**src/shared/ssr_pkg.sv**
```systemverilog
// constants, characters and state codes of the power-triggered serial report
// assumes a single 50 MHz clock shared by both ends
package ssr_pkg;

   ////////////////////////////////////////////////////////////////////////////
   // timing
   localparam int unsigned CLK_HZ          = 50_000_000;
   localparam int unsigned BAUD_BPS        = 1200;
   localparam int unsigned BIT_CYCLES      = CLK_HZ / BAUD_BPS;
   localparam int unsigned ANNOUNCE_MS     = 100;
   localparam int unsigned ANNOUNCE_CYCLES = (CLK_HZ / 1000) * ANNOUNCE_MS;
   localparam int unsigned BAUD_W          = 16;
   localparam int unsigned ANN_W           = 23;
   localparam int unsigned FRAME_BITS      = 10;

   ////////////////////////////////////////////////////////////////////////////
   // characters of the report
   localparam logic [7:0] CH_TAB  = 8'h09;
   localparam logic [7:0] CH_SP   = 8'h20;
   localparam logic [7:0] CH_DOT  = 8'h2E;
   localparam logic [7:0] CH_CR   = 8'h0D;
   localparam logic [7:0] CH_LF   = 8'h0A;
   localparam logic [7:0] CH_ZERO = 8'h30;
   localparam logic [7:0] CKS_OFS = 8'h20;
   // arbitrary neutral sensor-type character
   localparam logic [7:0] TYPE_DEFAULT = 8'h78;

   ////////////////////////////////////////////////////////////////////////////
   // buffering and frame steps
   localparam int unsigned DATA_W     = 8;
   localparam int unsigned FIFO_DEPTH = 32;
   localparam logic [4:0]  STEP_TYPE  = 5'h12;
   localparam logic [4:0]  STEP_END   = 5'h16;

   ////////////////////////////////////////////////////////////////////////////
   // sensor states, gray along power-up path
   typedef enum logic [2:0] {
      SSR_OFF  = 3'h0,
      SSR_LOW  = 3'h1,
      SSR_HIGH = 3'h3,
      SSR_SEND = 3'h2,
      SSR_CMD  = 3'h6
   } ssr_state_t;

endpackage : ssr_pkg

```
**src/shared/ssr_if.sv**
```systemverilog
// one-wire report link: sensor supply from logger, data line from sensor
// assumes both ends clocked by the same clock, joined by the testbench
`timescale 1ns/1ns
interface ssr_if;
   logic pwr;
   logic data;
   modport sensor (input pwr, output data);
   modport logger (output pwr, input data);
endinterface : ssr_if

```
**src/logic/ssr_sensor.sv**
```systemverilog
// sensor end: report buffer fifo and the power-triggered report transmitter
// assumes the logger controls supply; values arrive as bcd digits
//
// Overview of operation
// - characters sent at 1200 bit/s
// - start, eight data lsb first, stop
// - idle and stop high, start low
// - line raised within 100 ms of power
// - line held low while measuring initially
// - unbounded wait between raise and start
// - report sent unprompted when readings finish
// - receiver ignores edges before first start
// - command mode after report, no more reports
// - new report only after power cycle
// - report opens with tab 0x09
// - dielectric then temperature as ascii decimals
// - third field conductivity as ascii integer
// - carriage return ends measurement values
// - one printable sensor type character
// - checksum after type, covers tab to type
// - checksum is sum modulo 64 plus 32
// - report ends with cr then lf
// - logger triggers reports by switching supply
// - nonzero stored address suppresses the report
`timescale 1ns/1ns

////////////////////////////////////////////////////////////////////////////////
module ssr_fifo #(
   parameter int unsigned WIDTH = ssr_pkg::DATA_W,
   parameter int unsigned DEPTH = ssr_pkg::FIFO_DEPTH
) (
   input  wire logic             mclk_i,
   input  wire logic             rst_n_i,
   input  wire logic             flush_i,
   input  wire logic             wr_valid_i,
   output logic                  wr_ready_o,
   input  wire logic [WIDTH-1:0] wr_data_i,
   output logic                  rd_valid_o,
   input  wire logic             rd_ready_i,
   output logic [WIDTH-1:0]      rd_data_o
);
   localparam int unsigned AW = $clog2(DEPTH);

   logic [WIDTH-1:0] mem [DEPTH];
   logic [AW:0]      wr_ptr_r;
   logic [AW:0]      rd_ptr_r;
   logic             full;
   logic             empty;

   assign full       = (wr_ptr_r[AW] != rd_ptr_r[AW]) &&
                       (wr_ptr_r[AW-1:0] == rd_ptr_r[AW-1:0]);
   assign empty      = (wr_ptr_r == rd_ptr_r);
   assign wr_ready_o = !full;
   assign rd_valid_o = !empty;
   assign rd_data_o  = mem[rd_ptr_r[AW-1:0]];

   always_ff @(posedge mclk_i) begin
      if (wr_valid_i && !full) begin
         mem[wr_ptr_r[AW-1:0]] <= wr_data_i;
      end
   end

   always_ff @(posedge mclk_i or negedge rst_n_i) begin
      if (!rst_n_i) begin
         wr_ptr_r <= '0;
         rd_ptr_r <= '0;
      end else if (flush_i) begin
         wr_ptr_r <= '0;
         rd_ptr_r <= '0;
      end else begin
         if (wr_valid_i && !full) begin
            wr_ptr_r <= wr_ptr_r + 1'b1;
         end
         if (rd_ready_i && !empty) begin
            rd_ptr_r <= rd_ptr_r + 1'b1;
         end
      end
   end
endmodule : ssr_fifo

////////////////////////////////////////////////////////////////////////////////
module ssr_sensor #(
   parameter int unsigned BIT_CYCLES      = ssr_pkg::BIT_CYCLES,
   parameter int unsigned ANNOUNCE_CYCLES = ssr_pkg::ANNOUNCE_CYCLES,
   parameter logic [7:0]  TYPE_CHAR       = ssr_pkg::TYPE_DEFAULT
) (
   input  wire logic        mclk_i,
   input  wire logic        rst_n_i,
   ssr_if.sensor            link,
   input  wire logic        init_done_i,
   input  wire logic        meas_done_i,
   input  wire logic        addr_zero_i,
   input  wire logic [15:0] diel_bcd_i,
   input  wire logic [11:0] temp_bcd_i,
   input  wire logic [19:0] cond_bcd_i,
   output logic             busy_o,
   output logic             cmd_mode_o
);
   function automatic logic [7:0] bcd_char(input logic [3:0] d);
      bcd_char = ssr_pkg::CH_ZERO + {4'h0, d};
   endfunction : bcd_char

   ssr_pkg::ssr_state_t            state_r;
   logic                           pwr_s1_r;
   logic                           pwr_s2_r;
   logic [ssr_pkg::ANN_W-1:0]      ann_cnt_r;
   logic [15:0]                    diel_r;
   logic [11:0]                    temp_r;
   logic [19:0]                    cond_r;
   logic [4:0]                     step_r;
   logic                           nz_r;
   logic [5:0]                     sum_r;
   logic [7:0]                     ch;
   logic [3:0]                     dg;
   logic                           is_dg;
   logic                           sup_ok;
   logic                           skip;
   logic                           push;
   logic                           fifo_wr_ready;
   logic                           fifo_rd_valid;
   logic                           fifo_rd_ready;
   logic [7:0]                     fifo_rd_data;
   logic                           tx_busy_r;
   logic [9:0]                     shift_r;
   logic [3:0]                     bit_cnt_r;
   logic [ssr_pkg::BAUD_W-1:0]     baud_cnt_r;
   logic                           line_r;
   logic                           powered;

   ////////////////////////////////////////////////////////////////////////////
   // supply arrives from the far end: two flip-flops first
   always_ff @(posedge mclk_i or negedge rst_n_i) begin
      if (!rst_n_i) begin
         pwr_s1_r <= 1'b0;
         pwr_s2_r <= 1'b0;
      end else begin
         pwr_s1_r <= link.pwr;
         pwr_s2_r <= pwr_s1_r;
      end
   end
   assign powered = pwr_s2_r;

   ////////////////////////////////////////////////////////////////////////////
   // power-up sequence
   always_ff @(posedge mclk_i or negedge rst_n_i) begin
      if (!rst_n_i) begin
         state_r   <= ssr_pkg::SSR_OFF;
         ann_cnt_r <= '0;
      end else if (!powered) begin
         // losing supply is the only way back to a report
         state_r   <= ssr_pkg::SSR_OFF;
         ann_cnt_r <= '0;
      end else begin
         unique case (state_r)
            ssr_pkg::SSR_OFF: begin
               state_r <= ssr_pkg::SSR_LOW;
            end
            ssr_pkg::SSR_LOW: begin
               ann_cnt_r <= ann_cnt_r + 1'b1;
               // deadline forces the raise even if measuring runs long
               if (init_done_i ||
                   ann_cnt_r == ssr_pkg::ANN_W'(ANNOUNCE_CYCLES - 1)) begin
                  state_r <= addr_zero_i ? ssr_pkg::SSR_HIGH
                                         : ssr_pkg::SSR_CMD;
               end
            end
            ssr_pkg::SSR_HIGH: begin
               // no timeout: waits for the readings as long as needed
               if (meas_done_i) begin
                  state_r <= ssr_pkg::SSR_SEND;
               end
            end
            ssr_pkg::SSR_SEND: begin
               if (step_r == ssr_pkg::STEP_END && !fifo_rd_valid &&
                   !tx_busy_r) begin
                  state_r <= ssr_pkg::SSR_CMD;
               end
            end
            ssr_pkg::SSR_CMD: begin
               state_r <= ssr_pkg::SSR_CMD;
            end
            default: begin
               state_r <= ssr_pkg::SSR_OFF;
            end
         endcase
      end
   end

   ////////////////////////////////////////////////////////////////////////////
   // character of the current frame step
   always_comb begin
      ch     = 8'h00;
      dg     = 4'h0;
      is_dg  = 1'b0;
      sup_ok = 1'b0;
      case (step_r)
         5'h00: ch = ssr_pkg::CH_TAB;
         5'h01: begin dg = diel_r[15:12]; is_dg = 1'b1; sup_ok = 1'b1; end
         5'h02: begin dg = diel_r[11:8];  is_dg = 1'b1; sup_ok = 1'b1; end
         5'h03: begin dg = diel_r[7:4];   is_dg = 1'b1; end
         5'h04: ch = ssr_pkg::CH_DOT;
         5'h05: begin dg = diel_r[3:0];   is_dg = 1'b1; end
         5'h06: ch = ssr_pkg::CH_SP;
         5'h07: begin dg = temp_r[11:8];  is_dg = 1'b1; sup_ok = 1'b1; end
         5'h08: begin dg = temp_r[7:4];   is_dg = 1'b1; end
         5'h09: ch = ssr_pkg::CH_DOT;
         5'h0A: begin dg = temp_r[3:0];   is_dg = 1'b1; end
         5'h0B: ch = ssr_pkg::CH_SP;
         5'h0C: begin dg = cond_r[19:16]; is_dg = 1'b1; sup_ok = 1'b1; end
         5'h0D: begin dg = cond_r[15:12]; is_dg = 1'b1; sup_ok = 1'b1; end
         5'h0E: begin dg = cond_r[11:8];  is_dg = 1'b1; sup_ok = 1'b1; end
         5'h0F: begin dg = cond_r[7:4];   is_dg = 1'b1; sup_ok = 1'b1; end
         5'h10: begin dg = cond_r[3:0];   is_dg = 1'b1; end
         5'h11: ch = ssr_pkg::CH_CR;
         5'h12: ch = TYPE_CHAR;
         5'h13: ch = ssr_pkg::CKS_OFS + {2'b00, sum_r};
         5'h14: ch = ssr_pkg::CH_CR;
         5'h15: ch = ssr_pkg::CH_LF;
         default: ch = 8'h00;
      endcase
      if (is_dg) begin
         ch = bcd_char(dg);
      end
   end

   // leading zeros dropped, last integer digit always kept
   assign skip = sup_ok && (dg == 4'h0) && !nz_r;
   assign push = (state_r == ssr_pkg::SSR_SEND) &&
                 (step_r < ssr_pkg::STEP_END) && !skip;

   ////////////////////////////////////////////////////////////////////////////
   // frame builder, stalls on a full buffer
   always_ff @(posedge mclk_i or negedge rst_n_i) begin
      if (!rst_n_i) begin
         step_r <= '0;
         nz_r   <= 1'b0;
         sum_r  <= '0;
         diel_r <= '0;
         temp_r <= '0;
         cond_r <= '0;
      end else if (state_r == ssr_pkg::SSR_HIGH && meas_done_i) begin
         diel_r <= diel_bcd_i;
         temp_r <= temp_bcd_i;
         cond_r <= cond_bcd_i;
         step_r <= '0;
         nz_r   <= 1'b0;
         sum_r  <= '0;
      end else if (state_r == ssr_pkg::SSR_SEND &&
                   step_r < ssr_pkg::STEP_END) begin
         if (skip) begin
            step_r <= step_r + 5'h01;
         end else if (fifo_wr_ready) begin
            step_r <= step_r + 5'h01;
            if (step_r <= ssr_pkg::STEP_TYPE) begin
               sum_r <= sum_r + ch[5:0];
            end
            if (is_dg) begin
               nz_r <= 1'b1;
            end else if (ch == ssr_pkg::CH_SP) begin
               nz_r <= 1'b0;
            end
         end
      end
   end

   ssr_fifo #(
      .WIDTH (ssr_pkg::DATA_W),
      .DEPTH (ssr_pkg::FIFO_DEPTH)
   ) u_fifo (
      .mclk_i     (mclk_i),
      .rst_n_i    (rst_n_i),
      .flush_i    (!powered),
      .wr_valid_i (push),
      .wr_ready_o (fifo_wr_ready),
      .wr_data_i  (ch),
      .rd_valid_o (fifo_rd_valid),
      .rd_ready_i (fifo_rd_ready),
      .rd_data_o  (fifo_rd_data)
   );

   assign fifo_rd_ready = !tx_busy_r && (state_r == ssr_pkg::SSR_SEND);

   ////////////////////////////////////////////////////////////////////////////
   // character serialiser
   always_ff @(posedge mclk_i or negedge rst_n_i) begin
      if (!rst_n_i) begin
         tx_busy_r  <= 1'b0;
         shift_r    <= '1;
         bit_cnt_r  <= '0;
         baud_cnt_r <= '0;
      end else if (!powered) begin
         tx_busy_r  <= 1'b0;
         shift_r    <= '1;
         bit_cnt_r  <= '0;
         baud_cnt_r <= '0;
      end else if (!tx_busy_r) begin
         if (fifo_rd_ready && fifo_rd_valid) begin
            shift_r    <= {1'b1, fifo_rd_data, 1'b0};
            tx_busy_r  <= 1'b1;
            bit_cnt_r  <= '0;
            baud_cnt_r <= '0;
         end
      end else if (baud_cnt_r == ssr_pkg::BAUD_W'(BIT_CYCLES - 1)) begin
         baud_cnt_r <= '0;
         shift_r    <= {1'b1, shift_r[9:1]};
         bit_cnt_r  <= bit_cnt_r + 4'h1;
         if (bit_cnt_r == 4'(ssr_pkg::FRAME_BITS - 1)) begin
            tx_busy_r <= 1'b0;
         end
      end else begin
         baud_cnt_r <= baud_cnt_r + 1'b1;
      end
   end

   ////////////////////////////////////////////////////////////////////////////
   // data line level
   always_ff @(posedge mclk_i or negedge rst_n_i) begin
      if (!rst_n_i) begin
         line_r <= 1'b0;
      end else if (state_r == ssr_pkg::SSR_OFF ||
                   state_r == ssr_pkg::SSR_LOW) begin
         line_r <= 1'b0;
      end else if (tx_busy_r) begin
         line_r <= shift_r[0];
      end else begin
         line_r <= 1'b1;
      end
   end

   assign link.data  = line_r;
   assign busy_o     = (state_r == ssr_pkg::SSR_SEND);
   assign cmd_mode_o = (state_r == ssr_pkg::SSR_CMD);
endmodule : ssr_sensor

```
**src/flat_wrapper.sv**
```systemverilog
// flat-port wrapper written by rule: the top's interface ports become plain ports
module ssr_sensor_flat 
#(
   parameter int unsigned BIT_CYCLES      = ssr_pkg::BIT_CYCLES,
   parameter int unsigned ANNOUNCE_CYCLES = ssr_pkg::ANNOUNCE_CYCLES,
   parameter logic [7:0]  TYPE_CHAR       = ssr_pkg::TYPE_DEFAULT
)
  (mclk_i, rst_n_i, init_done_i, meas_done_i, addr_zero_i, diel_bcd_i, temp_bcd_i, cond_bcd_i, busy_o, cmd_mode_o, link_pwr, link_data);
  ssr_if link_i ();
  input  wire logic mclk_i;
  input  wire logic rst_n_i;
  input  wire logic init_done_i;
  input  wire logic meas_done_i;
  input  wire logic addr_zero_i;
  input  wire logic [15:0] diel_bcd_i;
  input  wire logic [11:0] temp_bcd_i;
  input  wire logic [19:0] cond_bcd_i;
  output logic busy_o;
  output logic cmd_mode_o;
  input wire logic [$bits(link_i.pwr)-1:0] link_pwr;
  output wire logic [$bits(link_i.data)-1:0] link_data;
  assign link_i.pwr = link_pwr;
  assign link_data = link_i.data;
  ssr_sensor #(.BIT_CYCLES(BIT_CYCLES), .ANNOUNCE_CYCLES(ANNOUNCE_CYCLES), .TYPE_CHAR(TYPE_CHAR)) u_core (.mclk_i(mclk_i), .rst_n_i(rst_n_i), .link(link_i), .init_done_i(init_done_i), .meas_done_i(meas_done_i), .addr_zero_i(addr_zero_i), .diel_bcd_i(diel_bcd_i), .temp_bcd_i(temp_bcd_i), .cond_bcd_i(cond_bcd_i), .busy_o(busy_o), .cmd_mode_o(cmd_mode_o));
endmodule
```
**config.mk**
```make
export PLATFORM = sky130hd
export DESIGN_NAME = ssr_sensor_flat
export DESIGN_NICKNAME = d
export VERILOG_FILES = /design/src/shared/ssr_pkg.sv /design/src/shared/ssr_if.sv /design/src/logic/ssr_sensor.sv /design/src/flat_wrapper.sv
export SDC_FILE = /design/constraint.sdc
export NUM_CORES = 1
export LEC_CHECK = 0
export BUFFER_PORTS_ARGS = -buffer_cell sky130_fd_sc_hd__buf_2
export CAP_MARGIN = 15
export CORE_MARGIN = 10
export CORE_UTILIZATION = 65
export CTS_BUF_LIST = sky130_fd_sc_hd__clkbuf_4 sky130_fd_sc_hd__clkbuf_8
export CTS_CLUSTER_DIAMETER = 30
export CTS_CLUSTER_SIZE = 40
export DETAILED_ROUTE_END_ITERATION = 10
export GPL_TIMING_DRIVEN = 0
export PLACE_DENSITY = 0.81
export SLEW_MARGIN = 20
export SYNTH_ARGS = -nofsm -noshare
export SYNTH_HDL_FRONTEND = slang
export SYNTH_SLANG_ARGS = --single-unit
```
**constraint.sdc**
```tcl
create_clock -name mclk_i -period 7.3 [get_ports mclk_i]
set_clock_uncertainty 0.2 [all_clocks]
set_input_delay 1.095 -clock mclk_i [delete_from_list [all_inputs] [get_ports mclk_i]]
set_output_delay 1.095 -clock mclk_i [all_outputs]
set_load 0.01 [all_outputs]
```
# Word level (Yosys, flattened, before mapping)
# Memory sizes are Yosys's and may differ from the RTL's.
# Index checks and enable logic that the tools add are counted.
# Widths: inputs -> output; s select.
[op_classes]
n_addsub = 9
order_cmp = 2
n_eq_ne = 44
muxes = 53
reduce_logical = 34
[ops]
columns = ["cell", "n"]
rows = [
  ["$mux 16", 4],
  ["$pmux 8 s7", 1],
  ["$mux 6", 9],
  ["$pmux 4 s12", 1],
  ["$mux 23", 2],
  ["$eq 5x4->1 const B", 8],
  ["$mux 10", 4],
  ["$eq 5x5->1 const B", 7],
  ["$add 23x1->23 const B", 1],
  ["$eq 23x23->1 const B", 1],
  ["$eq 5x3->1 const B", 4],
  ["$mux 5", 4],
  ["$mux 1", 17],
  ["$add 16x1->16 const B", 1],
  ["$eq 16x16->1 const B", 1],
  ["$mux 4", 4],
  ["$mux 3", 5],
  ["$ne 3x3->1 const B", 5],
  ["$pmux 3 s5", 1],
  ["$add 6x1->6 const B", 2],
  ["$reduce_or 12->1", 1],
  ["$logic_and 1x1->1", 11],
  ["$eq 5x2->1 const B", 2],
  ["$eq 8x6->1 const B", 1],
  ["other kinds (31)", 45],
]
[totals]
regBits = 132
mem_bits_rw = 256
out_inout_bits = 3
word_cells = 160
memories = 1
[mem_list]
columns = ["name", "depth", "width", "read_ports", "rd_clocked_by_memory_dff", "wr", "line", "rtl"]
rows = [
  ["u_core.u_fifo.mem", 32, 8, 1, 0, 1, "ssr_sensor.sv:44", "logic [WIDTH-1:0] mem [DEPTH];"],
]

# Depth between registers and ports, before layout
# Gate-level depths: netlist (run 1).
[logic_depth]
depth_word = 11
ltp_mapped = 18
ltp_nobuf = 16

# Hierarchy
# From an unflattened synthesis (run 1), not the netlist that was laid out.
[unflattened]
hier_cells = 1216
area_unflattened_um2 = 17015.1
[by_module_without_submodules]
columns = ["module", "instances", "cells_each", "area_each_um2", "seq_area_each_um2"]
rows = [
  ["ssr_fifo", 1, 486, 10605.2, 7987.7],
  ["ssr_sensor", 1, 730, 6409.9, 2989.1],
]

# Worst setup path before layout (run 1)
# OpenSTA, ideal clock, no wires.
[synth_path]
kind = "register to register"
from = "register u_core.step_r[0]"
to = "register u_core.sum_r[5]"
arrival_ns = 4.263
required_time_ns = 6.975
setup_slack_ns = 2.712
path_stages_with_launch = 17
cell_sequence = "dfrtp_1 -> inv_1 -> ha_1 -> buf_2 -> nor2_1 -> o21ai_1 -> a221oi_2 -> o311ai_1 -> o21ai_0 -> ha_1 -> a21o_1 -> a21oi_1 -> o21bai_1 -> a21oi_1 -> xnor2_1 -> nand3_1 -> mux2i_1"
[synth_between]
elab_chain_len = 10
elab_cells_between_ends = 49
cone_classes = "add/sub (2); order compare (2); eq/ne (22); mux (10); reduce/logical (13)"
[synth_rtl]
columns = ["element", "line", "rtl"]
rows = [
  ["start: declaration", "ssr_sensor.sv:110", "logic [4:0] step_r;"],
  ["start signal: assignment", "ssr_sensor.sv:251", "step_r <= step_r + 5'h01;"],
  ["start signal: assignment", "ssr_sensor.sv:253", "step_r <= step_r + 5'h01;"],
  ["$eq 5x5->1, or another cell as far along", "ssr_sensor.sv:196", "case (step_r)"],
  ["$pmux 4 s12, or another cell as far along", "ssr_sensor.sv:196", ""],
  ["$add 6x4->7, or another cell as far along", "ssr_sensor.sv:100", "bcd_char = ssr_pkg::CH_ZERO + {4'h0, d};"],
  ["$mux 8 *", "ssr_sensor.sv:221", "if (is_dg) begin"],
  ["named net u_core.ch[0]", "ssr_sensor.sv:113", "logic [7:0] ch;"],
  ["$add 6x6->6 *", "ssr_sensor.sv:255", "sum_r <= sum_r + ch[5:0];"],
  ["$mux 6 *", "ssr_sensor.sv:254", "if (step_r <= ssr_pkg::STEP_TYPE) begin"],
  ["$mux 6 *", "ssr_sensor.sv:252", "end else if (fifo_wr_ready) begin"],
  ["$mux 6 *", "ssr_sensor.sv:250", "if (skip) begin"],
  ["$mux 6 *", "ssr_sensor.sv:248", "end else if (state_r == ssr_pkg::SSR_SEND &&"],
  ["$mux 6 *", "ssr_sensor.sv:241", "end else if (state_r == ssr_pkg::SSR_HIGH && meas_done_i) begin"],
  ["end signal: assignment", "ssr_sensor.sv:255", ""],
  ["end: declaration", "ssr_sensor.sv:112", "logic [5:0] sum_r;"],
]
# Mark *: on every way through the listed nets, which the timed path passes. The rest lies on a longest branch. The select of a mux whose other input is x is not followed.
# A chain may end at the register's enable or synchronous reset.

# Worst setup path in the final report (run 1)
[layout_path]
from = "register u_core.step_r[1]"
to = "register u_core.sum_r[5]"
# The elaborated chain is that of the path after synthesis.

==> summary.txt, run 1 <==
Cells and area
  – Area Overhead vs Synth: 14.1%
  – Most common cell after layout, fill and taps aside: edfxtp_1
  – Nets: 1408
  – Final Core Density: 0.754
  – N_diodes: 0
  – Layout Cells excl Fill: 1707
  – Layout fillers: 1431
  – Post-route cell area: 18300 um^2
  – Commonest cells after routing, fill and taps aside: edfxtp_1 (224), nand2_1 (221), dfrtp_1 (122)
  – Layout cells sized above 1: 0.218

Die
  – Core footprint: 24300 um^2
  – Die Wd: 177 um
  – Initial Utilization: 0.661
  – Die area: 31400 um^2
  – Die height: 177 um
  – Number of I/O pins: 57
  – Row count: 57

CTS
  – CTS tree: done
  – Clock-pin slew on the worst setup and hold paths: 60 ps
  – Post-CTS resize count: 0
  – Hold-fix buffers, CTS: 0
  – Clock latency on the worst-skew pair: 630 ps
  – Sink Count: 355
  – Clk buf depth: 3
  – Num CTS Buffers: 59
  – Clock root buffer: clkbuf_8
  – Post-CTS setup buffer count: 0
  – H-tree depth: 2

Placement
  – Buffers on Ports: 56
  – DP Wirelength: 24.6 mm
  – Gpl congestion: 0.905
  – Post-place instance area: 16900 um^2
  – # placed instances: 1596

Outcome
  – Result of the run: completed

Worst setup path
  – CP arrival: 4980 ps
  – Critical path class: reg2reg
  – Crit path launch type: flop
  – R2R depth: 14
  – Required time worst endpoint: 7580 ps
  – Worst-path fanout max: 34
  – Crit end category: flop

Global routing
  – Initial antenna violation count: 0
  – GRT overflow: 0
  – First-pass GRT wire length: 59.1 mm
  – GRT Overall Usage: 0.240
  – Vias in the first global route: 10900
  – Largest net degree at the start of global routing: 94

STA
  – Hold WS: 164 ps
  – Max Clock Freq: 213 MHz
  – Final setup viols: 0
  – Min Tclk post-route: 4690 ps
  – Slew HR: 0.430
  – Hold Fails Final Rpt: 0
  – Tcrit/Tclk final: 0.643
  – Total negative slack: 0 ps
  – Slew @ Worst Pin: 854 ps
  – Max-slew violations: 0
  – RSZ-0062 raised after global routing: no

Power
  – Peak supply drop: 0.000295 V
  – PD cells: 360 nW/um^2
  – Lkg Pwr: 7.15 nW

Flow run
  – Max cap viols: 0

Synth
  – Number of synthesized register bits: 355
  – EDFF count, synth: 224
  – Primary FF master, synth: edfxtp_1
  – Synth warn: 0
  – FFs w/ async S/R, synth: 0.369
  – Yosys cell types: 72
  – Synth Net Count: 1287
  – Syn avg cell area: 13.3 um^2
  – Sequential fraction of the synthesis area: 0.623
  – Post-Synthesis Cells: 1212
  – Cell Area, Synth: 16100 um^2

Routing
  – Vias: 10700
  – Number of vias per cell: 6.30
  – First DRT Iteration DRCs: 1329
  – DRC: 0
  – First-pass iteration count of the detailed router: 6
  – Detail Route Antenna Nets: 0
  – Detailed Route WL: 36.7 mm
  – WL/cell: 21.5 um

Min path
  – Worst min path class: in2async
-- flip-flops by register name (all words and copies together) (netlist names), 5 cells and up --
| register | flops |
|---|---|
| u_core.temp_r | 12 |
| u_core.cond_r | 20 |
| u_core.diel_r | 16 |
| u_core.u_fifo.mem | 224 |
| u_core.step_r | 5 |
| u_core.shift_r | 9 |
| u_core.ann_cnt_r | 23 |
| u_core.u_fifo.rd_ptr_r | 6 |
| u_core.u_fifo.wr_ptr_r | 6 |
| u_core.sum_r | 6 |
| u_core.baud_cnt_r | 16 |
-- final cells by class --
cell class / count / area [um^2] / area share
Buffer: 64 / 329 / 0.0179
Clock buffer: 67 / 891 / 0.0486
Clock inverter: 44 / 499 / 0.0272
Inverter: 17 / 63.8 / 0.00348
Multi-Input combinational cell: 776 / 5750 / 0.313
Sequential cell: 355 / 10000 / 0.546
Tap cell: 324 / 405 / 0.0221
Timing Repair Buffer: 60 / 388 / 0.0212
-- cell families after synthesis --
kind of cell / Yosys count / synth area share
AOI/OAI and AO/OA: 153 / 0.0616
xor gates and xnor gates: 41 / 0.0223
adders and majority gates: 21 / 0.0168
buffers and inverters: 81 / 0.0244
DFF: 355 / 0.623
muxes: 95 / 0.114
and+or+nand+nor: 466 / 0.138
-- final timing paths --
path | slack (ps) | start | end
worst max-delay path | 2610 | u_core.step_r[1] | u_core.sum_r[5]
worst min-delay path | 160 | rst_n_i | u_core.ann_cnt_r[12]
worst max register to register | 2610 | u_core.step_r[1] | u_core.sum_r[5]
worst min register to register | 180 | u_core.pwr_s1_r | u_core.powered
max in group asynchronous | 5980 | rst_n_i | u_core.sum_r[1]
min in group mclk_i | 180 | u_core.pwr_s1_r | u_core.powered
-- cell usage after synthesis, types with 15 or more instances --
library cell | count | area share
dfrtp_1 | 122 | 0.19
a21oi_1 | 32 | 0.010
nor2_1 | 65 | 0.015
inv_1 | 15 | 0.0035
nand3_1 | 43 | 0.013
ha_1 | 20 | 0.016
xor2_1 | 21 | 0.011
xnor2_1 | 20 | 0.011
o21ai_0 | 38 | 0.012
edfxtp_1 | 224 | 0.42
clkbuf_1 | 33 | 0.0077
mux2i_1 | 24 | 0.015
buf_2 | 16 | 0.0050
mux4_2 | 70 | 0.098
nand2_1 | 222 | 0.052
and3_1 | 38 | 0.015
nor2b_1 | 15 | 0.0058
-- worst max-delay path, cell delays in order (launching register included) --
cell,delay [ps]
dfrtp_1,470
ha_1,280
clkbuf_1,270
mux2i_1,200
o21ai_1,90
a221oi_2,600
o311ai_2,400
o2bb2ai_4,770
ha_1,400
a21oi_1,210
o21bai_1,90
a21oi_1,190
xnor2_1,140
nand3_1,120
mux2i_1,140
-- metrics by stage --
| stage | power, mW | setup WS [ps] |
|---|---|---|
| floorplan | 3.92 | 2710 |
| global placement | 4.40 | 1190 |
| detailed placement | 4.59 | 2720 |
| CTS | 6.58 | 2700 |
| global route | 6.89 | 2240 |
| finish | 6.59 | 2610 |
-- routing by layer --
metal | vias up | track usage | part of all wire
met5 | - | 0 | 0
met4 | 0 | 0.0865 | 0.028
met3 | 107 | 0.0418 | 0.083
met2 | 550 | 0.385 | 0.49
met1 | 5316 | 0.325 | 0.40
li1 | 4776 | - | -
-- where the power goes --
| group | total (mW) | switching [mW] | internal [mW] |
|---|---|---|---|
| clock network | 2.00 | 0.891 | 1.11 |
| logic | 1.76 | 1.18 | 0.579 |
| registers | 2.83 | 0.156 | 2.68 |
| total | 6.59 | 2.23 | 4.37 |
No activity file was read; power rests on OpenSTA's default activity.
==> inputs of run 2 (changes only) <==
--- a/config.mk
+++ b/config.mk
@@ -8,13 +8,13 @@
 export BUFFER_PORTS_ARGS = -buffer_cell sky130_fd_sc_hd__buf_2
 export CAP_MARGIN = 15
 export CORE_MARGIN = 10
-export CORE_UTILIZATION = 65
+export CORE_UTILIZATION = 64
 export CTS_BUF_LIST = sky130_fd_sc_hd__clkbuf_4 sky130_fd_sc_hd__clkbuf_8
 export CTS_CLUSTER_DIAMETER = 30
 export CTS_CLUSTER_SIZE = 40
 export DETAILED_ROUTE_END_ITERATION = 10
 export GPL_TIMING_DRIVEN = 0
-export PLACE_DENSITY = 0.81
+export PLACE_DENSITY = 0.8
 export SLEW_MARGIN = 20
 export SYNTH_ARGS = -nofsm -noshare
 export SYNTH_HDL_FRONTEND = slang
==> constraint.sdc (replaced) <==
create_clock -name mclk_i -period 4.79 [get_ports mclk_i]
set_clock_uncertainty 0.2 [all_clocks]
set_input_delay 0.7185 -clock mclk_i [delete_from_list [all_inputs] [get_ports mclk_i]]
set_output_delay 0.7185 -clock mclk_i [all_outputs]
set_load 0.01 [all_outputs]
==> run 2 against run 1 <==
  * Clock power rose by 63%
  * Sequential cell count stayed put
  * Critical path depth shrank 4
  * Via count increased by 1.2%
  * Non-clock buffer count rose by 6
  * Count of clock-buffer cells in the layout up 2
  * Core utilization about the same
  * Largest power group unchanged
==> summary.txt, run 2 (synthesis gave the netlist of run 1 again) <==
CTS
  – Sink Count: 355 (unchanged)
  – CTS tree: done (unchanged)
  – H-tree depth: 2 (unchanged)
  – Clock-pin slew on the worst setup and hold paths: 80 ps (was 60 ps)
  – Clk buf depth: 3 (unchanged)
  – Clock root buffer: clkbuf_8 (unchanged)
  – Num CTS Buffers: 61 (was 59)
  – Clock latency on the worst-skew pair: 630 ps (about the same)

Global routing
  – First-pass GRT wire length: 59.3 mm (was 59.1 mm)
  – Initial antenna violation count: 0 (unchanged)
  – Vias in the first global route: 10900 (about the same)
  – GRT overflow: 0 (unchanged)
  – Largest net degree at the start of global routing: 95 (was 94)
  – GRT Overall Usage: 0.239 (was 0.240)

Cells and area
  – Layout cells sized above 1: 0.222 (was 0.218)
  – Max FFs per register: 224 (unchanged)
  – Nets: 1417 (was 1408)
  – N_diodes: 0 (unchanged)
  – Most common cell after layout, fill and taps aside: edfxtp_1 (unchanged)
  – Layout Cells excl Fill: 1714 (was 1707)
  – Area Overhead vs Synth: 15.1% (was 14.1%)
  – Commonest cells after routing, fill and taps aside: edfxtp_1 (224), nand2_1 (221), dfrtp_1 (122) (unchanged)
  – Final Core Density: 0.754 (about the same)

Die
  – Core footprint: 24500 um^2 (was 24300 um^2)
  – Die Wd: 178 um (was 177 um)
  – Number of I/O pins: 57 (unchanged)
  – Die height: 178 um (was 177 um)
  – Initial Utilization: 0.655 (was 0.661)
  – Row count: 57 (unchanged)
  – Die area: 31900 um^2 (was 31400 um^2)

Worst setup path
  – CP max stage delay: 630 ps (was 770 ps)
  – Crit path max-delay cell type: nor2_1 (was o2bb2ai_4)
  – Crit path depth: 10 (was 14)
  – Worst-path fanout max: 10 (was 34)
  – Crit end category: flop (unchanged)
  – CP cell instances: ha_1, clkbuf_1, and3_1, ha_1, a32oi_1, o2111ai_1, nor4_4, nor2_1, buf_2, and3_1 (was ha_1, clkbuf_1, mux2i_1, o21ai_1, a221oi_2, o311ai_2, o2bb2ai_4, ha_1, a21oi_1, o21bai_1, a21oi_1, xnor2_1, nand3_1, mux2i_1)
  – CP Buf/Inv Count: 2 (was 1)
  – Crit path launch type: flop (unchanged)
  – CP arrival: 4590 ps (was 4980 ps)
  – Cell family with most CP delay: simple AND/OR/NAND/NOR gates (was compound AO/OA/AOI/OAI gates)
  – Required time worst endpoint: 4860 ps (was 7580 ps)
  – R2R depth: 10 (was 14)
  – Critical path class: reg2reg (unchanged)

STA
  – RSZ-0062 raised after global routing: no (unchanged)
  – Slew HR: 0.331 (was 0.430)
  – Max-slew violations: 0 (unchanged)
  – Max Clock Freq: 221 MHz (was 213 MHz)
  – Hold Fails Final Rpt: 0 (unchanged)
  – Setup WS post-layout: 265 ps (was 2610 ps)
  – Min Tclk post-route: 4520 ps (was 4690 ps)
  – Slew @ Worst Pin: 1000 ps (was 854 ps)
  – Final setup viols: 0 (unchanged)
  – Tcrit/Tclk final: 0.945 (was 0.643)

Flow run
  – Max cap viols: 0 (unchanged)

Routing
  – First-pass iteration count of the detailed router: 5 (was 6)
  – Vias: 10900 (was 10700)
  – Detail Route Antenna Nets: 0 (unchanged)
  – Detailed Route WL: 38.1 mm (was 36.7 mm)
  – Number of vias per cell: 6.35 (was 6.30)
  – First DRT Iteration DRCs: 1213 (was 1329)
  – DRC: 0 (unchanged)
  – WL/cell: 22.2 um (was 21.5 um)

Placement
  – Gpl congestion: 0.893 (was 0.905)
  – # placed instances: 1597 (was 1596)
  – DP Wirelength: 24.6 mm (about the same)
  – Post-Place Setup Slack: -36.6 ps (was 2720 ps)
  – Buffers on Ports: 56 (unchanged)

Outcome
  – Result of the run: completed (unchanged)

Power
  – Peak supply drop: 0.000393 V (was 0.000295 V)
  – Lkg Pwr: 7.24 nW (was 7.15 nW)
  – PD cells: 561 nW/um^2 (was 360 nW/um^2)

Min path
  – WHS Path Cells: 3
  – Worst min path class: in2reg (was in2async)
[run 2: cell types whose count changed in the layout (fill, tap and decap cells not counted), sizes merged]
cell         delta
buf             +4
clkinv          -4
bufinv          +3
clkbuf          +2
dlygate4sd3     +2
clkinvlp        -1
o2bb2ai         +1
[run 2: path summary, 6_finish.rpt]
check	from	end	slack [ps]
min in group asynchronous	rst_n_i	u_core.baud_cnt_r[4]	360
max in group asynchronous	rst_n_i	u_core.u_fifo.wr_ptr_r[5]	3230
max reg2reg	u_core.step_r[1]	u_core.u_fifo.mem[25][4]	270
max	u_core.step_r[1]	u_core.u_fifo.mem[25][4]	270
min reg2reg	u_core.pwr_s1_r	u_core.powered	200
min	cond_bcd_i[13]	u_core.cond_r[13]	90
[run 2: metal layers]
layer	GRT usage	routed length, um	vias up
met5	0	0	-
met4	0.0748	1010	0
met3	0.0490	3330	94
met2	0.391	18800	564
met1	0.317	14900	5424
li1	-	-	4794
[run 2: worst register-to-register path: cells and delay by family (launching register included)]
family | cells | cell delay [ps]
buffers and inverters | 2 | 830
and+or+nand+nor | 4 | 1530
adders and majority gates | 2 | 610
AOI/OAI and AO/OA | 2 | 540
DFF | 1 | 480
[run 2: layout make-up]
| class | instances | area [um^2] |
|---|---|---|
| plain buffers | 64 | 329 |
| clock buffers | 69 | 912 |
| flip-flops and latches | 355 | 10000 |
| clock inverters | 42 | 576 |
| repair buffers | 66 | 429 |
| fillers | 1520 | 6030 |
| inverters | 17 | 63.8 |
| multi-input cells | 777 | 5780 |
| well taps | 324 | 405 |
[run 2: power breakdown]
part           switching [mW]  leakage (nW)  internal (mW)
Clock                    1.38         0.736           1.89
Combinational            1.89          2.67          0.911
Sequential              0.235          3.83           4.08
Total                    3.51          7.24           6.88
[run 2: what timing repair did]
action	CTS	global route
setup buffers	0	3
endpoints found under the hold margin	38	0
hold buffers	2	0
resized for setup	1	2
pin swaps	0	2
setup endpoints to repair	1	2
gates cloned	0	1
[run 2: per-stage QoR]
stage | area, um^2 | power (mW) | setup TNS [ps] | hold WS [ps]
finish | 18500 | 10.4 | 0 | 86.4
floorplan | 16100 | 5.97 | 0 | 131
global placement | 16800 | 6.71 | -42350 | 173
CTS | 18400 | 10.3 | 0 | 57.8
detailed placement | 16900 | 6.99 | -36.6 | 184
global route | 18500 | 10.8 | 0 | 66.8
==> inputs of run 3 (changes only) <==
--- a/config.mk
+++ b/config.mk
@@ -8,14 +8,15 @@
 export BUFFER_PORTS_ARGS = -buffer_cell sky130_fd_sc_hd__buf_2
 export CAP_MARGIN = 15
 export CORE_MARGIN = 10
-export CORE_UTILIZATION = 64
+export CORE_UTILIZATION = 65
 export CTS_BUF_LIST = sky130_fd_sc_hd__clkbuf_4 sky130_fd_sc_hd__clkbuf_8
 export CTS_CLUSTER_DIAMETER = 30
 export CTS_CLUSTER_SIZE = 40
 export DETAILED_ROUTE_END_ITERATION = 10
 export GPL_TIMING_DRIVEN = 0
-export PLACE_DENSITY = 0.8
+export PLACE_DENSITY = 0.81
 export SLEW_MARGIN = 20
 export SYNTH_ARGS = -nofsm -noshare
 export SYNTH_HDL_FRONTEND = slang
+export SYNTH_HIERARCHICAL = 1
 export SYNTH_SLANG_ARGS = --single-unit
==> run 3 against run 2 <==
  * Largest cell class unchanged
  * Sequential cell count grew 32
  * Via count down 0.31%
  * Sequential share of layout area grew 2.2 points
  * Routed wire length is 1.5% lower
  * Core utilization down 0.22 points
  * Setup slack worse by 45 ps
  * Critical path type unchanged
  * Largest power group unchanged
  * Maximum frequency decreased by 0.97%
  * Clock power fell by 8.0%
  * Global-route usage shrank 1.2 points
==> summary.txt, run 3 <==
Outcome
  – Result of the run: completed (unchanged)

Routing
  – DRC: 0 (unchanged)
  – First-pass iteration count of the detailed router: 5 (unchanged)
  – Number of vias per cell: 6.15 (was 6.35)
  – Vias: 10800 (was 10900)
  – WL/cell: 21.3 um (was 22.2 um)
  – Detailed Route WL: 37.5 mm (was 38.1 mm)
  – Detail Route Antenna Nets: 0 (unchanged)
  – First DRT Iteration DRCs: 913 (was 1213)

Global routing
  – First-pass GRT wire length: 60.2 mm (was 59.3 mm)
  – Largest net degree at the start of global routing: 68 (was 95)
  – GRT overflow: 0 (unchanged)
  – Initial antenna violation count: 0 (unchanged)
  – Vias in the first global route: 11000 (was 10900)
  – GRT Overall Usage: 0.227 (was 0.239)

CTS
  – Clk buf depth: 3 (unchanged)
  – H-tree depth: 2 (unchanged)
  – Clock latency on the worst-skew pair: 600 ps (was 630 ps)
  – Num CTS Buffers: 61 (unchanged)
  – Clock root buffer: clkbuf_8 (unchanged)
  – CTS tree: done (unchanged)
  – Sink Count: 387 (was 355)
  – Clock-pin slew on the worst setup and hold paths: 70 ps (was 80 ps)

Synth
  – Cell taking the most area after synthesis: edfxtp_1 (unchanged)
  – Share of the synthesized area in the top cell type: 0.452 (was 0.418)
  – Syn avg cell area: 14.0 um^2 (was 13.3 um^2)
  – Cell Area, Synth: 17000 um^2 (was 16100 um^2)
  – Number of synthesized register bits: 387 (was 355)
  – Yosys cell types: 78 (was 72)
  – EDFF count, synth: 256 (was 224)
  – Synth warn: 6 (was 0)
  – Primary FF master, synth: edfxtp_1 (unchanged)
  – FFs w/ async S/R, synth: 0.339 (was 0.369)
  – Most numerous cell in the Yosys netlist: edfxtp_1 (unchanged)
  – Post-Synthesis Cells: 1216 (was 1212)
  – Top cells by count, synth: edfxtp_1 (256), nand2_1 (205), dfrtp_1 (122), nor2_1 (95), mux4_2 (80) (was edfxtp_1 (224), nand2_1 (222), dfrtp_1 (122), mux4_2 (70), nor2_1 (65))
  – Largest cells by area after synthesis: edfxtp_1 (45%), dfrtp_1 (18%), mux4_2 (11%), nand2_1 (4.5%), nor2_1 (2.1%) (was edfxtp_1 (42%), dfrtp_1 (19%), mux4_2 (9.8%), nand2_1 (5.2%), ha_1 (1.6%))
  – Sequential fraction of the synthesis area: 0.645 (was 0.623)

Cells and area
  – Most common cell after layout, fill and taps aside: edfxtp_1 (unchanged)
  – Post-route cell area: 19500 um^2 (was 18500 um^2)
  – Nets: 1451 (was 1417)
  – Layout Cells excl Fill: 1763 (was 1714)
  – N_diodes: 0 (unchanged)
  – Max FFs per register: 256 (was 224)
  – Commonest cells after routing, fill and taps aside: edfxtp_1 (256), nand2_1 (205), dfrtp_1 (122) (was edfxtp_1 (224), nand2_1 (221), dfrtp_1 (122))
  – Layout cells sized above 1: 0.223 (was 0.222)
  – Area Overhead vs Synth: 14.5% (was 15.1%)

Die
  – Number of I/O pins: 57 (unchanged)
  – Die height: 182 um (was 178 um)
  – Row count: 59 (was 57)
  – Die Wd: 182 um (was 178 um)
  – Core footprint: 25900 um^2 (was 24500 um^2)
  – Initial Utilization: 0.657 (was 0.655)
  – Die area: 33000 um^2 (was 31900 um^2)

Worst setup path
  – Crit path capture: u_core/u_fifo/mem[26][6] (was u_core.u_fifo.mem[25][4])
  – Critical Path Start: u_core/step_r[0] (was u_core.step_r[1])
  – CP arrival: 4590 ps (about the same)
  – Crit path launch type: flop (unchanged)
  – R2R Path End: u_core/u_fifo/mem[26][6] (was u_core.u_fifo.mem[25][4])
  – FF-to-FF Start: u_core/step_r[0] (was u_core.step_r[1])
  – Critical path class: reg2reg (unchanged)
  – Crit end category: flop (unchanged)
  – R2R depth: 11 (was 10)
  – Worst-path fanout max: 10 (unchanged)
  – Flop2flop setup slack: 220 ps (was 270 ps)
  – Required time worst endpoint: 4810 ps (was 4860 ps)

STA
  – Hold WS: 107 ps (was 86.4 ps)
  – Tcrit/Tclk final: 0.954 (was 0.945)
  – Final setup viols: 0 (unchanged)
  – Total negative slack: 0 ps (unchanged)
  – Max Clock Freq: 219 MHz (was 221 MHz)
  – Max-slew violations: 0 (unchanged)
  – Hold Fails Final Rpt: 0 (unchanged)
  – Min Tclk post-route: 4570 ps (was 4520 ps)
  – Slew @ Worst Pin: 1010 ps (was 1000 ps)
  – Slew HR: 0.323 (was 0.331)
  – RSZ-0062 raised after global routing: yes (was no)

Placement
  – Gpl congestion: 0.958 (was 0.893)
  – # placed instances: 1644 (was 1597)
  – Buffers on Ports: 56 (unchanged)
  – Post-place instance area: 18100 um^2 (was 16900 um^2)
  – DP Wirelength: 25.5 mm (was 24.6 mm)

Min path
  – WHS Path Cells: 3 (unchanged)
  – Worst min path class: in2reg (unchanged)

Power
  – Peak supply drop: 0.000348 V (was 0.000393 V)
  – Total power draw: 10.3 mW (was 10.4 mW)
  – PD cells: 526 nW/um^2 (was 561 nW/um^2)
  – Lkg Pwr: 7.37 nW (was 7.24 nW)

Flow run
  – Max cap viols: 0 (unchanged)
==> run 3: cell types whose count changed after synthesis, sizes merged, moves of 8 or more <==
cell / delta
nand3: -13
edfxtp: +32
and4: +8
a31oi: +8
nor2: +30
mux4: +10
o21ai: -12
mux2: +11
nand2: -17
and3: -26
==> run 3: power breakdown <==
| group | internal (mW) | switching (mW) | total, mW |
|---|---|---|---|
| sequential | 4.35 | 0.203 | 4.56 |
| clock | 1.68 | 1.33 | 3.01 |
| combinational | 0.959 | 1.74 | 2.69 |
==> run 3: worst min path at each step <==
stage | end | slack [ps] | from
after floorplan | u_core/powered | 130 | u_core/pwr_s1_r
after global placement | u_core/powered | 130 | u_core/pwr_s1_r
after detailed placement | u_core/powered | 140 | u_core/pwr_s1_r
after CTS | u_core/temp_r[0] | 80 | temp_bcd_i[0]
after global routing | u_core/diel_r[1] | 100 | diel_bcd_i[1]
final | u_core/temp_r[0] | 110 | temp_bcd_i[0]
==> run 3: cells by family (layout without fill, tap and decap cells) <==
logic type      after synthesis  in the layout  synth area share
compound gates              144            144            0.0565
xor+xnor                     40             40            0.0206
fa+ha+maj                    21             21            0.0159
buf+inv                      86            267            0.0224
flops                       387            387             0.645
mux                         110            110             0.124
other cells                   1             32          0.000220
simple gates                427            427             0.115
==> run 3: timing repair <==
action                                 4_1_cts  5_1_grt
resized for setup                            0        2
endpoints found under the hold margin       56        0
setup endpoints to repair                    1        9
buffers inserted                             1        0
hold buffers                                 2        0
pin swaps                                    1        0
==> run 3: layout make-up <==
type | count | area (um^2)
Inverter | 23 | 86.3
Fill cell | 1570 | 6420
Sequential cell | 387 | 11000
Tap cell | 335 | 419
Clock inverter | 42 | 413
Clock buffer | 73 | 948
Timing Repair Buffer | 66 | 478
Multi-Input combinational cell | 774 | 5870
Buffer | 63 | 295
==> run 3: layer usage <==
metal  vias up  GRT usage  share of wire
li1       4866          -              -
met2       428      0.368           0.49
met3        87     0.0386          0.070
met4         0     0.0849          0.030
met1      5461      0.305           0.41
met5         -          0              0
==> run 3: worst max-delay path, stage by stage (launching register included) <==
cell      delay [ps]
dfrtp_1          470
inv_1            140
ha_1             230
clkbuf_1         470
and4b_1          360
a221oi_1         130
and4_1           270
a21o_1           250
a21oi_1          230
o21a_1           300
nand2_1          380
nor2_1           750
==> run 3: per-stage QoR <==
| stage | utilization | setup slack [ps] |
|---|---|---|
| 4_1_cts | 0.751 | 119 |
| 6_report | 0.752 | 221 |
| 5_1_grt | 0.752 | -19.8 |
| 3_3_place_gp | 0.688 | -1500 |
| 3_5_place_dp | 0.698 | 11.1 |
| 2_1_floorplan | - | 180 |
